===== src/hw/bmct_pkg.sv =====
// package: constants and types of the block move and cycle timing block
package bmct_pkg;
    ////////////////////////////////////////////////////////////////////////
    // register file layout
    localparam int unsigned NREG    = 8;
    localparam logic [2:0]  CNT_REG = 3'h4;
    localparam logic [2:0]  SRC_REG = 3'h5;
    localparam logic [2:0]  DST_REG = 3'h6;
    localparam logic [31:0] GR_RST  = 32'h0000_0000;
    ////////////////////////////////////////////////////////////////////////
    // data buffer
    localparam int unsigned FIFO_W    = 8;
    localparam int unsigned FIFO_D    = 32;
    localparam int unsigned FIFO_SLACK = 2;
    ////////////////////////////////////////////////////////////////////////
    // state counts, one state per clock period
    localparam logic [17:0] BM_HEAD   = 18'h00004;
    localparam logic [7:0]  C_ONE     = 8'h01;
    localparam logic [7:0]  C_TWO     = 8'h02;
    localparam logic [7:0]  C_FOUR    = 8'h04;
    localparam logic [7:0]  C3_BASE   = 8'h03;
    localparam logic [7:0]  C6_BASE   = 8'h06;
    localparam logic [7:0]  LDM_BASE  = 8'h03;
    localparam logic [2:0]  LDM_MIN   = 3'h2;
    localparam logic [2:0]  LDM_MAX   = 3'h4;
    localparam logic [7:0]  EXR_EXTRA = 8'h01;
    ////////////////////////////////////////////////////////////////////////
    // condition code layout
    localparam int unsigned H_BIT_W   = 11;
    localparam int unsigned H_BIT_L   = 27;
    localparam int unsigned WORD_SH   = 16;
    localparam int unsigned CCR_H     = 5;
    localparam int unsigned CCR_N     = 3;
    localparam int unsigned CCR_Z     = 2;
    localparam int unsigned CCR_V     = 1;
    localparam int unsigned CCR_C     = 0;
    localparam logic [7:0]  CCR_RST   = 8'h80;
    ////////////////////////////////////////////////////////////////////////
    // types
    typedef enum logic [1:0] {SZ_BYTE = 2'h0, SZ_WORD = 2'h1, SZ_LONG = 2'h2} bmct_size_e;
    typedef enum logic [1:0] {K_FETCH = 2'h0, K_BYTE = 2'h1, K_WORD = 2'h2, K_INTERNAL = 2'h3} bmct_kind_e;
    typedef enum logic [2:0] {
        A_ONCHIP = 3'h0, A_SUP8 = 3'h1, A_SUP16 = 3'h2, A_EXT8_2 = 3'h3,
        A_EXT8_3 = 3'h4, A_EXT16_2 = 3'h5, A_EXT16_3 = 3'h6
    } bmct_area_e;
    typedef enum logic [2:0] {
        F_NONE = 3'h0, F_ADDW = 3'h1, F_SUBW = 3'h2, F_ADDL = 3'h3,
        F_SUBL = 3'h4, F_ADDXW = 3'h5, F_DIVU = 3'h6, F_DIVS = 3'h7
    } bmct_fop_e;
    typedef enum logic [3:0] {
        S_IDLE = 4'b0001, S_HEAD = 4'b0010, S_LOOP = 4'b0100, S_TAIL = 4'b1000
    } bmct_state_e;
endpackage


===== src/hw/bmct_stream_if.sv =====
// interface: byte stream between the move engine and its buffer
`timescale 1ns/10ps
interface bmct_stream_if #(parameter int unsigned W = 8);
    logic         in_valid;
    logic [W-1:0] in_data;
    logic         in_ready;
    logic         in_afull;
    logic         out_valid;
    logic [W-1:0] out_data;
    logic         out_ready;
    modport fifo (input in_valid, in_data, out_ready, output in_ready, in_afull, out_valid, out_data);
    modport user (output in_valid, in_data, out_ready, input in_ready, in_afull, out_valid, out_data);
endinterface


===== src/hw/bmct_fifo.sv =====
// module: parameterised byte buffer between memory read and write
`timescale 1ns/10ps
module bmct_fifo #(
    parameter int unsigned W     = 8,
    parameter int unsigned D     = 32,
    parameter int unsigned SLACK = 2
) (
    // clock, reset, enable
    input  wire logic clk_in,
    input  wire logic resetn_in,
    input  wire logic ce_in,
    // stream
    bmct_stream_if.fifo s
);
    localparam int unsigned AW = $clog2(D);
    logic [W-1:0] mem [D];
    logic [AW-1:0] wp;
    logic [AW-1:0] rp;
    logic [AW:0]   cnt;
    logic          push;
    logic          pop;

    assign push        = s.in_valid && s.in_ready;
    assign pop         = s.out_valid && s.out_ready;
    assign s.in_ready  = (cnt != (AW+1)'(D));
    // afull leaves room for reads already in flight
    assign s.in_afull  = (cnt >= (AW+1)'(D - SLACK));
    assign s.out_valid = (cnt != '0);
    assign s.out_data  = mem[rp];

    always_ff @(posedge clk_in) begin
        if (ce_in && push) begin
            mem[wp] <= s.in_data;
        end
    end

    always_ff @(posedge clk_in or negedge resetn_in) begin
        if (!resetn_in) begin
            wp  <= '0;
            rp  <= '0;
            cnt <= '0;
        end else if (ce_in) begin
            if (push) begin
                wp <= (wp == AW'(D - 1)) ? '0 : wp + 1'b1;
            end
            if (pop) begin
                rp <= (rp == AW'(D - 1)) ? '0 : rp + 1'b1;
            end
            case ({push, pop})
                2'b10:   cnt <= cnt + 1'b1;
                2'b01:   cnt <= cnt - 1'b1;
                default: cnt <= cnt;
            endcase
        end
    end
endmodule // bmct_fifo


===== src/hw/bmct_core.sv =====
// module: block move engine, register file, condition flags and state costs
`timescale 1ns/10ps
// Behaviour
// - byte move copies until byte counter zero
// - word move uses 16-bit counter, skips zero
// - move takes four plus two per byte
// - multi-register save takes 7, 9, 11
// - half carry from bit 11 or 27
// - zero result keeps Z, else clear
// - divide sets Z for zero divisor
// - divide N from divisor or quotient sign
// - extended control register adds one state
// - on-chip fetch and internal ops one state
// - module or external paths cost more states
// - three-state external adds wait states
// - unaffected flags hold, move keeps flags
// - eight wide registers with half aliases
// - one state equals one clock period
module bmct_core #(
    parameter int unsigned FIFO_DEPTH = bmct_pkg::FIFO_D
) (
    // clock, reset, enable
    input  wire logic                   clk_in,
    input  wire logic                   resetn_in,
    input  wire logic                   ce_in,
    // block move command
    input  wire logic                   start_in,
    input  wire logic                   word_form_in,
    output logic                        busy_out,
    output logic                        done_out,
    output logic [17:0]                 states_out,
    // memory port
    output logic                        mem_rd_out,
    output logic [31:0]                 mem_raddr_out,
    input  wire logic [7:0]             mem_rdata_in,
    output logic                        mem_wr_out,
    output logic [31:0]                 mem_waddr_out,
    output logic [7:0]                  mem_wdata_out,
    input  wire logic                   mem_wstall_in,
    // register file access
    input  wire logic                   rf_wr_in,
    input  wire logic [2:0]             rf_sel_in,
    input  wire bmct_pkg::bmct_size_e   rf_size_in,
    input  wire logic                   rf_upper_in,
    input  wire logic [31:0]            rf_wdata_in,
    output logic [31:0]                 rf_rdata_out,
    // condition flags
    input  wire bmct_pkg::bmct_fop_e    fop_in,
    input  wire logic [31:0]            opa_in,
    input  wire logic [31:0]            opb_in,
    input  wire logic                   ccr_wr_in,
    input  wire logic [7:0]             ccr_wdata_in,
    output logic [7:0]                  ccr_out,
    // state costs
    input  wire bmct_pkg::bmct_kind_e   kind_in,
    input  wire bmct_pkg::bmct_area_e   area_in,
    input  wire logic [3:0]             wait_in,
    output logic [7:0]                  cost_out,
    input  wire logic [2:0]             mreg_cnt_in,
    input  wire logic                   exr_valid_in,
    output logic [7:0]                  mreg_states_out
);
    import bmct_pkg::*;

    bmct_state_e  state;
    logic [31:0]  gr [NREG];
    logic         word_form;
    logic [17:0]  el;
    logic         rd_pend;
    logic         rd_issue;
    logic         wr_issue;
    logic         work_left;
    logic [15:0]  rem;
    logic [15:0]  start_n;
    logic [7:0]   next_ccr;
    logic         sub_op;
    logic         cx;
    logic [31:0]  ua;
    logic [31:0]  ub;
    logic [32:0]  sum;
    logic [31:0]  mag_a;
    logic [15:0]  mag_b;

    bmct_stream_if #(.W(FIFO_W)) st ();

    bmct_fifo #(.W(FIFO_W), .D(FIFO_DEPTH), .SLACK(FIFO_SLACK)) u_fifo (
        .clk_in    (clk_in),
        .resetn_in (resetn_in),
        .ce_in     (ce_in),
        .s         (st)
    );

    ////////////////////////////////////////////////////////////////////////
    // move datapath
    assign rem     = word_form ? gr[CNT_REG][15:0] : {8'h00, gr[CNT_REG][7:0]};
    assign start_n = word_form_in ? gr[CNT_REG][15:0] : {8'h00, gr[CNT_REG][7:0]};
    // reads every other state; afull holds them off when writes stall
    assign rd_issue = (state == S_LOOP) && (rem != 16'h0) && !mem_rd_out
                      && st.in_ready && !st.in_afull;
    assign wr_issue = st.out_valid && !mem_wstall_in;
    assign work_left = (rem != 16'h0) || mem_rd_out || rd_pend || st.out_valid;
    assign st.in_valid  = rd_pend;
    assign st.in_data   = mem_rdata_in;
    assign st.out_ready = !mem_wstall_in;

    ////////////////////////////////////////////////////////////////////////
    // move sequencer
    always_ff @(posedge clk_in or negedge resetn_in) begin
        if (!resetn_in) begin
            state      <= S_IDLE;
            busy_out   <= 1'b0;
            done_out   <= 1'b0;
            word_form  <= 1'b0;
            states_out <= '0;
            el         <= '0;
        end else if (ce_in) begin
            done_out <= 1'b0;
            case (state)
                S_IDLE: begin
                    if (start_in) begin
                        word_form  <= word_form_in;
                        states_out <= BM_HEAD + {1'b0, start_n, 1'b0};
                        el         <= 18'h00001;
                        busy_out   <= 1'b1;
                        state      <= S_HEAD;
                    end
                end
                S_HEAD: begin
                    el    <= el + 18'h00001;
                    state <= S_LOOP;
                end
                S_LOOP, S_TAIL: begin
                    // finish only once the full state count has elapsed
                    if (!work_left && el >= states_out) begin
                        busy_out <= 1'b0;
                        done_out <= 1'b1;
                        state    <= S_IDLE;
                    end else begin
                        el <= el + 18'h00001;
                        if (!work_left) begin
                            state <= S_TAIL;
                        end
                    end
                end
                default: state <= S_IDLE;
            endcase
        end
    end

    always_ff @(posedge clk_in or negedge resetn_in) begin
        if (!resetn_in) begin
            mem_rd_out    <= 1'b0;
            mem_raddr_out <= '0;
            rd_pend       <= 1'b0;
        end else if (ce_in) begin
            mem_rd_out <= rd_issue;
            rd_pend    <= mem_rd_out;
            if (rd_issue) begin
                mem_raddr_out <= gr[SRC_REG];
            end
        end
    end

    always_ff @(posedge clk_in or negedge resetn_in) begin
        if (!resetn_in) begin
            mem_wr_out    <= 1'b0;
            mem_waddr_out <= '0;
            mem_wdata_out <= '0;
        end else if (ce_in) begin
            mem_wr_out <= wr_issue;
            if (wr_issue) begin
                mem_waddr_out <= gr[DST_REG];
                mem_wdata_out <= st.out_data;
            end
        end
    end

    ////////////////////////////////////////////////////////////////////////
    // general registers
    function automatic logic [31:0] merge(logic [31:0] o, logic [31:0] w, bmct_size_e sz, logic up);
        if (sz == SZ_BYTE) begin
            merge = up ? {o[31:16], w[7:0], o[7:0]} : {o[31:8], w[7:0]};
        end else if (sz == SZ_WORD) begin
            merge = up ? {w[15:0], o[15:0]} : {o[31:16], w[15:0]};
        end else begin
            merge = w;
        end
    endfunction

    function automatic logic [31:0] view(logic [31:0] r, bmct_size_e sz, logic up);
        if (sz == SZ_BYTE) begin
            view = {24'h000000, up ? r[15:8] : r[7:0]};
        end else if (sz == SZ_WORD) begin
            view = {16'h0000, up ? r[31:16] : r[15:0]};
        end else begin
            view = r;
        end
    endfunction

    // software writes are ignored while a move owns the counter and pointers
    for (genvar i = 0; i < NREG; i++) begin : g_reg
        always_ff @(posedge clk_in or negedge resetn_in) begin
            if (!resetn_in) begin
                gr[i] <= GR_RST;
            end else if (ce_in) begin
                if (busy_out) begin
                    if (3'(i) == SRC_REG && rd_issue) begin
                        gr[i] <= gr[i] + 32'h1;
                    end else if (3'(i) == DST_REG && wr_issue) begin
                        gr[i] <= gr[i] + 32'h1;
                    end else if (3'(i) == CNT_REG && rd_issue) begin
                        gr[i] <= word_form ? {gr[i][31:16], gr[i][15:0] - 16'h1}
                                           : {gr[i][31:8], gr[i][7:0] - 8'h1};
                    end
                end else if (rf_wr_in && rf_sel_in == 3'(i)) begin
                    gr[i] <= merge(gr[i], rf_wdata_in, rf_size_in, rf_upper_in);
                end
            end
        end
    end

    always_ff @(posedge clk_in or negedge resetn_in) begin
        if (!resetn_in) begin
            rf_rdata_out <= '0;
        end else if (ce_in) begin
            rf_rdata_out <= view(gr[rf_sel_in], rf_size_in, rf_upper_in);
        end
    end

    ////////////////////////////////////////////////////////////////////////
    // condition flags
    always_comb begin
        sub_op = (fop_in == F_SUBW) || (fop_in == F_SUBL);
        cx     = (fop_in == F_ADDXW) && ccr_out[CCR_C];
        // words ride in the upper half so one adder serves both sizes
        if (fop_in == F_ADDW || fop_in == F_SUBW || fop_in == F_ADDXW) begin
            ua = {opa_in[15:0], 16'h0000};
            ub = {opb_in[15:0], 16'h0000};
        end else begin
            ua = opa_in;
            ub = opb_in;
        end
        sum = sub_op ? {1'b0, ua} - {1'b0, ub} : {1'b0, ua} + {1'b0, ub} + {16'h0000, cx, 16'h0000};
        mag_a = opa_in[31] ? 32'h0 - opa_in : opa_in;
        mag_b = opb_in[15] ? 16'h0 - opb_in[15:0] : opb_in[15:0];
        next_ccr = ccr_out;
        case (fop_in)
            F_ADDW, F_SUBW, F_ADDL, F_SUBL, F_ADDXW: begin
                next_ccr[CCR_H] = ua[H_BIT_L+1] ^ ub[H_BIT_L+1] ^ sum[H_BIT_L+1];
                next_ccr[CCR_N] = sum[31];
                next_ccr[CCR_V] = (ua[31] == (ub[31] ^ sub_op)) && (sum[31] != ua[31]);
                next_ccr[CCR_C] = sum[32];
                if (fop_in == F_ADDXW) begin
                    next_ccr[CCR_Z] = (sum[31:0] == 32'h0) && ccr_out[CCR_Z];
                end else begin
                    next_ccr[CCR_Z] = (sum[31:0] == 32'h0);
                end
            end
            F_DIVU: begin
                next_ccr[CCR_Z] = (opb_in[15:0] == 16'h0);
                next_ccr[CCR_N] = opb_in[15];
            end
            F_DIVS: begin
                next_ccr[CCR_Z] = (opb_in[15:0] == 16'h0);
                next_ccr[CCR_N] = (opa_in[31] ^ opb_in[15]) && (mag_b != 16'h0)
                                  && (mag_a >= {16'h0000, mag_b});
            end
            default: begin
                if (ccr_wr_in) begin
                    next_ccr = ccr_wdata_in;
                end
            end
        endcase
    end

    always_ff @(posedge clk_in or negedge resetn_in) begin
        if (!resetn_in) begin
            ccr_out <= CCR_RST;
        end else if (ce_in) begin
            ccr_out <= next_ccr;
        end
    end

    ////////////////////////////////////////////////////////////////////////
    // state costs
    function automatic logic [7:0] cycle_cost(bmct_kind_e k, bmct_area_e a, logic [3:0] m);
        logic [7:0] m8;
        logic       wide;
        m8   = {4'h0, m};
        wide = (k != K_BYTE);
        if (k == K_INTERNAL || a == A_ONCHIP) begin
            cycle_cost = C_ONE;
        end else if (a == A_SUP16 || a == A_EXT16_2) begin
            cycle_cost = C_TWO;
        end else if (a == A_EXT16_3) begin
            cycle_cost = C3_BASE + m8;
        end else if (a == A_EXT8_3) begin
            cycle_cost = wide ? C6_BASE + {m8[6:0], 1'b0} : C3_BASE + m8;
        end else begin
            cycle_cost = wide ? C_FOUR : C_TWO;
        end
    endfunction

    always_ff @(posedge clk_in or negedge resetn_in) begin
        if (!resetn_in) begin
            cost_out        <= '0;
            mreg_states_out <= '0;
        end else if (ce_in) begin
            cost_out <= cycle_cost(kind_in, area_in, wait_in);
            if (mreg_cnt_in >= LDM_MIN && mreg_cnt_in <= LDM_MAX) begin
                mreg_states_out <= LDM_BASE + {4'h0, mreg_cnt_in, 1'b0}
                                   + (exr_valid_in ? EXR_EXTRA : 8'h00);
            end else begin
                mreg_states_out <= 8'h00;
            end
        end
    end

    ////////////////////////////////////////////////////////////////////////
    // checks
    logic [17:0] busy_len;
    logic        stall_seen;

    always_ff @(posedge clk_in or negedge resetn_in) begin
        if (!resetn_in) begin
            busy_len   <= '0;
            stall_seen <= 1'b0;
        end else if (ce_in) begin
            if (state == S_IDLE && start_in) begin
                busy_len   <= '0;
                stall_seen <= 1'b0;
            end else if (busy_out) begin
                busy_len <= busy_len + 18'h00001;
                if (mem_wstall_in || st.in_afull) begin
                    stall_seen <= 1'b1;
                end
            end
        end
    end
endmodule // bmct_core


===== config.mk =====
export PLATFORM = sky130hd
export DESIGN_NAME = bmct_core
export DESIGN_NICKNAME = d
export VERILOG_FILES = /design/src/hw/bmct_pkg.sv /design/src/hw/bmct_stream_if.sv /design/src/hw/bmct_fifo.sv /design/src/hw/bmct_core.sv
export SDC_FILE = /design/constraint.sdc
export NUM_CORES = 2
export LEC_CHECK = 0
export ABC_CLOCK_PERIOD_IN_PS = 5400
export BUFFER_PORTS_ARGS = -buffer_cell sky130_fd_sc_hd__buf_2
export CAP_MARGIN = 10
export CORE_MARGIN = 3
export CORE_UTILIZATION = 55
export DETAILED_ROUTE_END_ITERATION = 8
export HOLD_SLACK_MARGIN = 0.15
export PLACE_DENSITY = 0.74
export SYNTH_ARGS = -nofsm -noshare
export SYNTH_HDL_FRONTEND = slang
export SYNTH_SLANG_ARGS = --single-unit

===== constraint.sdc =====
create_clock -name clk_in -period 5.4 [get_ports clk_in]
set_input_delay 1.08 -clock clk_in [delete_from_list [all_inputs] [get_ports clk_in]]
set_output_delay 1.08 -clock clk_in [all_outputs]
set_load 0.01 [all_outputs]

Word level (Yosys, flattened, before mapping) --
Memory sizes are Yosys's and may differ from the RTL's. A register that Yosys moved wholly into a read port is not among the register bits. Index checks and enable logic that the tools add are counted.
Storage, ports and cells: output and inout bits 150, bits in writable memories 256, memories 1, word-level logic and storage cells 277, flip-flop bits (word level) 438
Cells by class: equality and inequality tests 50, muxes and demuxes 58, bitwise logic cells 9, order comparisons 6, add/sub/neg operators 19, reductions and logical operators 90
Memory list:
- u_fifo.mem | words 32, bits a word 8, read ports 1, clocked after memory_dff 1, wr ports 1, line bmct_fifo.sv:16 | logic [W-1:0] mem [D];
Operator list (number):
- 32-bit 2-to-1 mux | 18
- 5-bit AND reduction | 23
- 16-bit 2-to-1 mux | 7
- 32-bit binary-select mux with 3-bit select | 1
- 32-bit by 1-bit adder with 32-bit output (second input constant) | 2
- 18-bit case mux with 3 select lines | 1
- 6-bit 2-to-1 mux | 7
- 18-bit 2-to-1 mux | 2
- 32-bit by 32-bit adder with 33-bit output | 1
- 33-bit by 17-bit adder with 33-bit output | 1
- 3-bit equality test (second input constant) | 11
- 33-bit 2-to-1 mux | 1
- 32-bit by 32-bit subtractor with 33-bit output | 1
- 32-bit by 16-bit >= comparator with 1-bit output | 1
- 32-bit zero test | 1
- 16-bit nonzero test | 2
- 1-bit by 32-bit subtractor with 32-bit output (first input constant) | 1
- 1-bit logical AND | 22
- 18-bit by 1-bit adder with 18-bit output (second input constant) | 1
- 3-bit by 17-bit adder with 18-bit output (first input constant) | 1
- 18-bit >= comparator | 1
- 3-bit != test (second input constant) | 6
- 16-bit zero test | 1
- 2-bit != test (second input constant) | 8
- 55 further kinds | 111

Longest topological paths before layout --
depth in word-level cells 11, gate-level depth with buffers 22, gate-level depth less buffers 19

By module --
A second synthesis with hierarchy kept.
Second synthesis, totals: cell total of the unflattened synthesis 3692, area total of the unflattened synthesis 38983.6 um^2
By module, submodules not included:
- bmct_core | cells an instance 3055, times used 1, area each 27850.5 um^2
- bmct_fifo | cells an instance 637, times used 1, area each 11133.2 um^2

Worst setup path before layout --
Ideal clock, no wire load.
kind input to register, start point input port fop_in[2], end point register ccr_out[2], slack -0.912 ns, arrival time 6.220 ns, required time 5.308 ns, path buffers 3, stages 22, cells stage by stage or3b_1 > buf_2 > nand2_1 > clkbuf_1 > buf_1 > nor2_1 > ha_1 > inv_1 > ha_1 > inv_1 > fa_1 > nor2b_4 > o2111ai_2 > a311oi_2 > o2111ai_1 > a31oi_1 > o31ai_1 > or4_1 > or4_1 > or4_1 > o31a_1 > o31ai_2
Between the ends: word-level cells in the longest chain between the ends 11, elaborated cells on any way between the ends 24, classes of those cells 3 x add/sub; 7 x eq/ne; 5 x mux; 9 x reduce/logical
RTL lines:
- start, declared | line bmct_core.sv:48 | input wire bmct_pkg::bmct_fop_e fop_in,
- 3-bit by 1-bit equality test with 1-bit output / 3-bit by 2-bit equality test with 1-bit output (equally long branches) | line bmct_core.sv:236, bmct_core.sv:247, bmct_core.sv:233
- 1-bit logical OR (2 in a row) | line bmct_core.sv:236 | if (fop_in == F_ADDW || fop_in == F_SUBW || fop_in == F_ADDXW) begin
- 32-bit 2-to-1 mux | line bmct_core.sv:236
- 32-bit by 32-bit adder with 33-bit output | line bmct_core.sv:243 | sum = sub_op ? {1'b0, ua} - {1'b0, ub} : {1'b0, ua} + {1'b0, ub} + {16'h0000, cx, 16'h0000};
- 33-bit by 17-bit adder with 33-bit output | line bmct_core.sv:243
- 33-bit 2-to-1 mux | line bmct_core.sv:243
- 32-bit zero test | line bmct_core.sv:254, bmct_core.sv:256
- 1-bit logical AND | line bmct_core.sv:254 | next_ccr[CCR_Z] = (sum[31:0] == 32'h0) && ccr_out[CCR_Z];
- 1-bit 2-to-1 mux | line bmct_core.sv:253 | if (fop_in == F_ADDXW) begin
- 2-bit case mux with 3 select lines | line bmct_core.sv:247 | case (fop_in)
- end signal, assigned | line bmct_core.sv:280 | ccr_out <= next_ccr;
- end, declared | line bmct_core.sv:53 | output logic [7:0] ccr_out,
Parallel ways exist; a longest one is shown, timed or not. A chain may end at the register's enable or synchronous reset.

Final worst setup path --
start point input port fop_in[1], end point register ccr_out[2]
Same word-level chain as after synthesis.

==> summary.txt <==
clock sink count: 696
post-synthesis simple-gate area fraction: 14.0%
Post-DP HPWL: 84.6 mm
Compound-Gate Fraction of Synth Area: 14.6%
multi-input logic area: 18600 µm²
dpl cells: 4895
Int Power: 11.7 mW
clock share of power: 29.5%
Syn Area/Cell: 10.6 µm²
vias in the first global route: 30500
Period Utilization, post-route: 97.3%
chip height: 271 µm
Worst VDD drop: 389 µV
P_sw: 6.07 mW
non-filler instance count after layout: 5041
DR WL/cell: 23.6 µm
wire length of the first global-routing pass: 181 mm
f_max: 0.190 GHz
Flop pwr share: 40.5%
Largest stage delay, worst path: 0.55 ns
min-delay worst type: flip-flop to flip-flop
drt drc: 0
Final GP Congestion: 1.03
Adder-Cell Fraction of Synth Area: 4.99%
XOR/XNOR Fraction of Synth Area: 2.14%
Area contributors post-synth: dfrtp_1 28%, edfxtp_1 20%, mux4_2 8.4%
combinational share of power: 30.0%
CTS Buffer Depth: 3
main flop type after synthesis: dfrtp_1
min cycle time layout: 5.25 ns
Leak: 19.4 nW
Data arrival, critical path: 5.76 ns
max-cap viol count: 0
Die Width: 271 µm
Critical Path Source Type: input pin
H-tree depth: 3
post-synthesis sequential area ratio: 48.5%
crit path max-delay cell type: or4_1
final layout net count: 4338
GR Util All Layers: 31.9%
CTS root buf: clkbuf_16
io pins: 292
worst-margin pin slew: 1.18 ns
via count: 32100
TritonRoute pass-1 iters: 5
number of synthesized register bits: 696
Top delay family on crit path: simple AND/OR/NAND/NOR gates
share of layout cells above drive strength 1: 23.6%
fin. max-slew vios: 0
core area: 68900 µm²
Cell variety after synth: 96
DRT Wirelength: 119 mm
Skew-Pair Late Insertion Delay: 0.67 ns
Initial Utilization: 55.9%
main combinational cell family by area after synthesis: compound AO/OA/AOI/OAI gates
CP max FO: 7
pin count of the biggest net entering global routing: 129
Crit. End Element: flip-flop
initial antenna violation count: 8
sw frac: 34.1%
run status: finished, final reports clean
Critical Path Most Common Cell: or4_1
Layout area overhead: 17.0%
Finish-stage setup viols: 0
Fillers: 5309
hold_ws: 0.476 ns
Synth Warn #: 0
DRT antenna net count: 0
Hold Vio Cnt, Final: 0
Reg area: 18700 µm²
Synth area leader: dfrtp_1
Die ar.: 73300 µm²
CTS Buf Count: 75
multiplexer share of the synthesized area: 12.3%
EDFF count, synth: 256
Slew headroom: 21.4%
Cells after Synth: 3623
Setup Crit Path Kind: input pin to flip-flop
vias per cell: 6.37
clk_skew: 0.0746 ns
Rows: 96
Async SR Flop Fraction: 63.2%
setup total negative slack: 0 ns
clk slew on worst S/H paths: 0.06 ns
input/output buffers: 285
Starting DRT DRC Count: 3780
setup ws final: 0.147 ns
Data required, critical path: 5.91 ns
share of the synthesized area in the top cell type: 28.5%
pre-CTS WS: -0.473 ns
cells along the critical path: buf_2 -> buf_4 -> nor3b_2 -> nor2_4 -> nand2_1 -> ha_4 -> inv_1 -> ha_1 -> a211o_1 -> a2111o_1 -> nor4b_1 -> o21ai_1 -> xor2_1 -> nand4_1 -> or4_1 -> or4_1 -> or4_1 -> o31a_1 -> o31ai_2
WP buf/inv: 3
mapped cell area: 38500 µm²
Pwr Total: 17.8 mW
PwrDens: 395 nW/µm²
GRT overflow: 0
CTS tree: done
## final cells by class
type,count,share of cell area (%)
Sequential cell,696,41.5
Antenna cell,4,0.0222
Timing Repair Buffer,547,7.68
Multi-Input combinational cell,2584,41.3
Inverter,141,1.17
Tap cell,931,2.58
Clock inverter,33,0.985
Clock buffer,105,4.71
## synth_stat cells, types with 10 or more instances
| cell | n |
|---|---|
| a21o_1 | 27 |
| a21oi_1 | 314 |
| a22o_1 | 24 |
| a22oi_1 | 26 |
| a31oi_1 | 26 |
| and2_1 | 28 |
| and3_1 | 70 |
| buf_1 | 27 |
| clkbuf_1 | 168 |
| dfrtp_1 | 438 |
| edfxtp_1 | 256 |
| ha_1 | 148 |
| inv_1 | 141 |
| mux2_2 | 93 |
| mux2i_1 | 44 |
| mux4_2 | 144 |
| nand2_1 | 326 |
| nand2b_1 | 23 |
| nand3_1 | 108 |
| nand4_1 | 35 |
| nor2_1 | 319 |
| nor2b_1 | 42 |
| nor3_1 | 64 |
| nor4_1 | 22 |
| o211ai_1 | 12 |
| o21a_1 | 10 |
| o21ai_0 | 240 |
| o22ai_1 | 75 |
| o2bb2ai_1 | 28 |
| o31ai_1 | 23 |
| or3_1 | 27 |
| or4_1 | 13 |
| xnor2_1 | 55 |
| xor2_1 | 39 |
## cell families after synthesis
kind of cell / count (synthesis)
AND/OR/NAND/NOR: 1132
flip-flops: 696
buffers and inverters: 348
XOR/XNOR: 94
adder cells (fa/ha/maj): 152
other: 1
multiplexers: 281
AO/OA/AOI/OAI: 919
## per-layer routing
layer  track usage (%)  vias up  part of all wire, %
li1                  -    14300                    -
met1              46.5    15700                   42
met2              48.1     1798                   44
met3              7.00      255                   11
met4              9.75        4                  3.2
met5                 0        -                0.023
## sequential cells by signal (all words and copies together) (netlist names), 4 cells and up
name,count
mem_waddr_out,32
u_fifo.cnt,6
mreg_states_out,5
mem_raddr_out,32
rf_rdata_out,32
el,18
gr,256
ccr_out,8
u_fifo.mem,256
u_fifo.wp,5
state,4
states_out,17
mem_wdata_out,8
cost_out,6
u_fifo.rp,5
## layout by cell type, fill, tap and decap left out, types with 138 or more instances in the layout
cell	n
ha_1	144
buf_2	283
edfxtp_1	256
nor2_1	311
mux4_2	144
inv_1	138
a21oi_1	313
buf_4	258
o21ai_0	240
nand2_1	323
dfrtp_1	435
## worst paths after layout
check / from / end / slack [ns] / depth (start not counted)
worst min-delay path: gr[14] / gr[14] / 0.48 / 2
worst min register to register: gr[14] / gr[14] / 0.48 / 2
worst max-delay path: fop_in[1] / ccr_out[2] / 0.15 / 19
max in group asynchronous: resetn_in / ccr_out[7] / 3.68 / 2
min in group asynchronous: resetn_in / rf_rdata_out[11] / 0.54 / 1
worst max register to register: ccr_out[0] / ccr_out[2] / 0.92 / 14
## worst min-delay path: stages, from the launching register on
cell and delay (ns):
dfrtp_1 0.34, nand2_1 0.04, o21ai_0 0.06
## power by group through the flow
stage | clock (mW) | sequential (mW) | combinational (mW)
4_1_cts | 5.31 | 7.19 | 5.29
3_3_place_gp | 0 | 7.23 | 5.08
2_1_floorplan | 0 | 6.90 | 3.52
3_5_place_dp | 0 | 7.27 | 5.20
5_1_grt | 5.53 | 7.32 | 5.82
6_report | 5.26 | 7.22 | 5.34
## repair_timing
item                                    CTS  global route
hold buffers                              0             0
endpoints found under the setup margin    0             1
resized for setup                         0             5
setup buffers                             0             4
## stage by stage
stage                     area, µm²  utilization, %
final                         45100            65.4
after CTS                     45000            65.3
after floorplan               38700               -
after global placement        42400            61.6
after detailed placement      42400            61.6
after global routing          45100            65.4
Power figures use the tool's default switching activity.
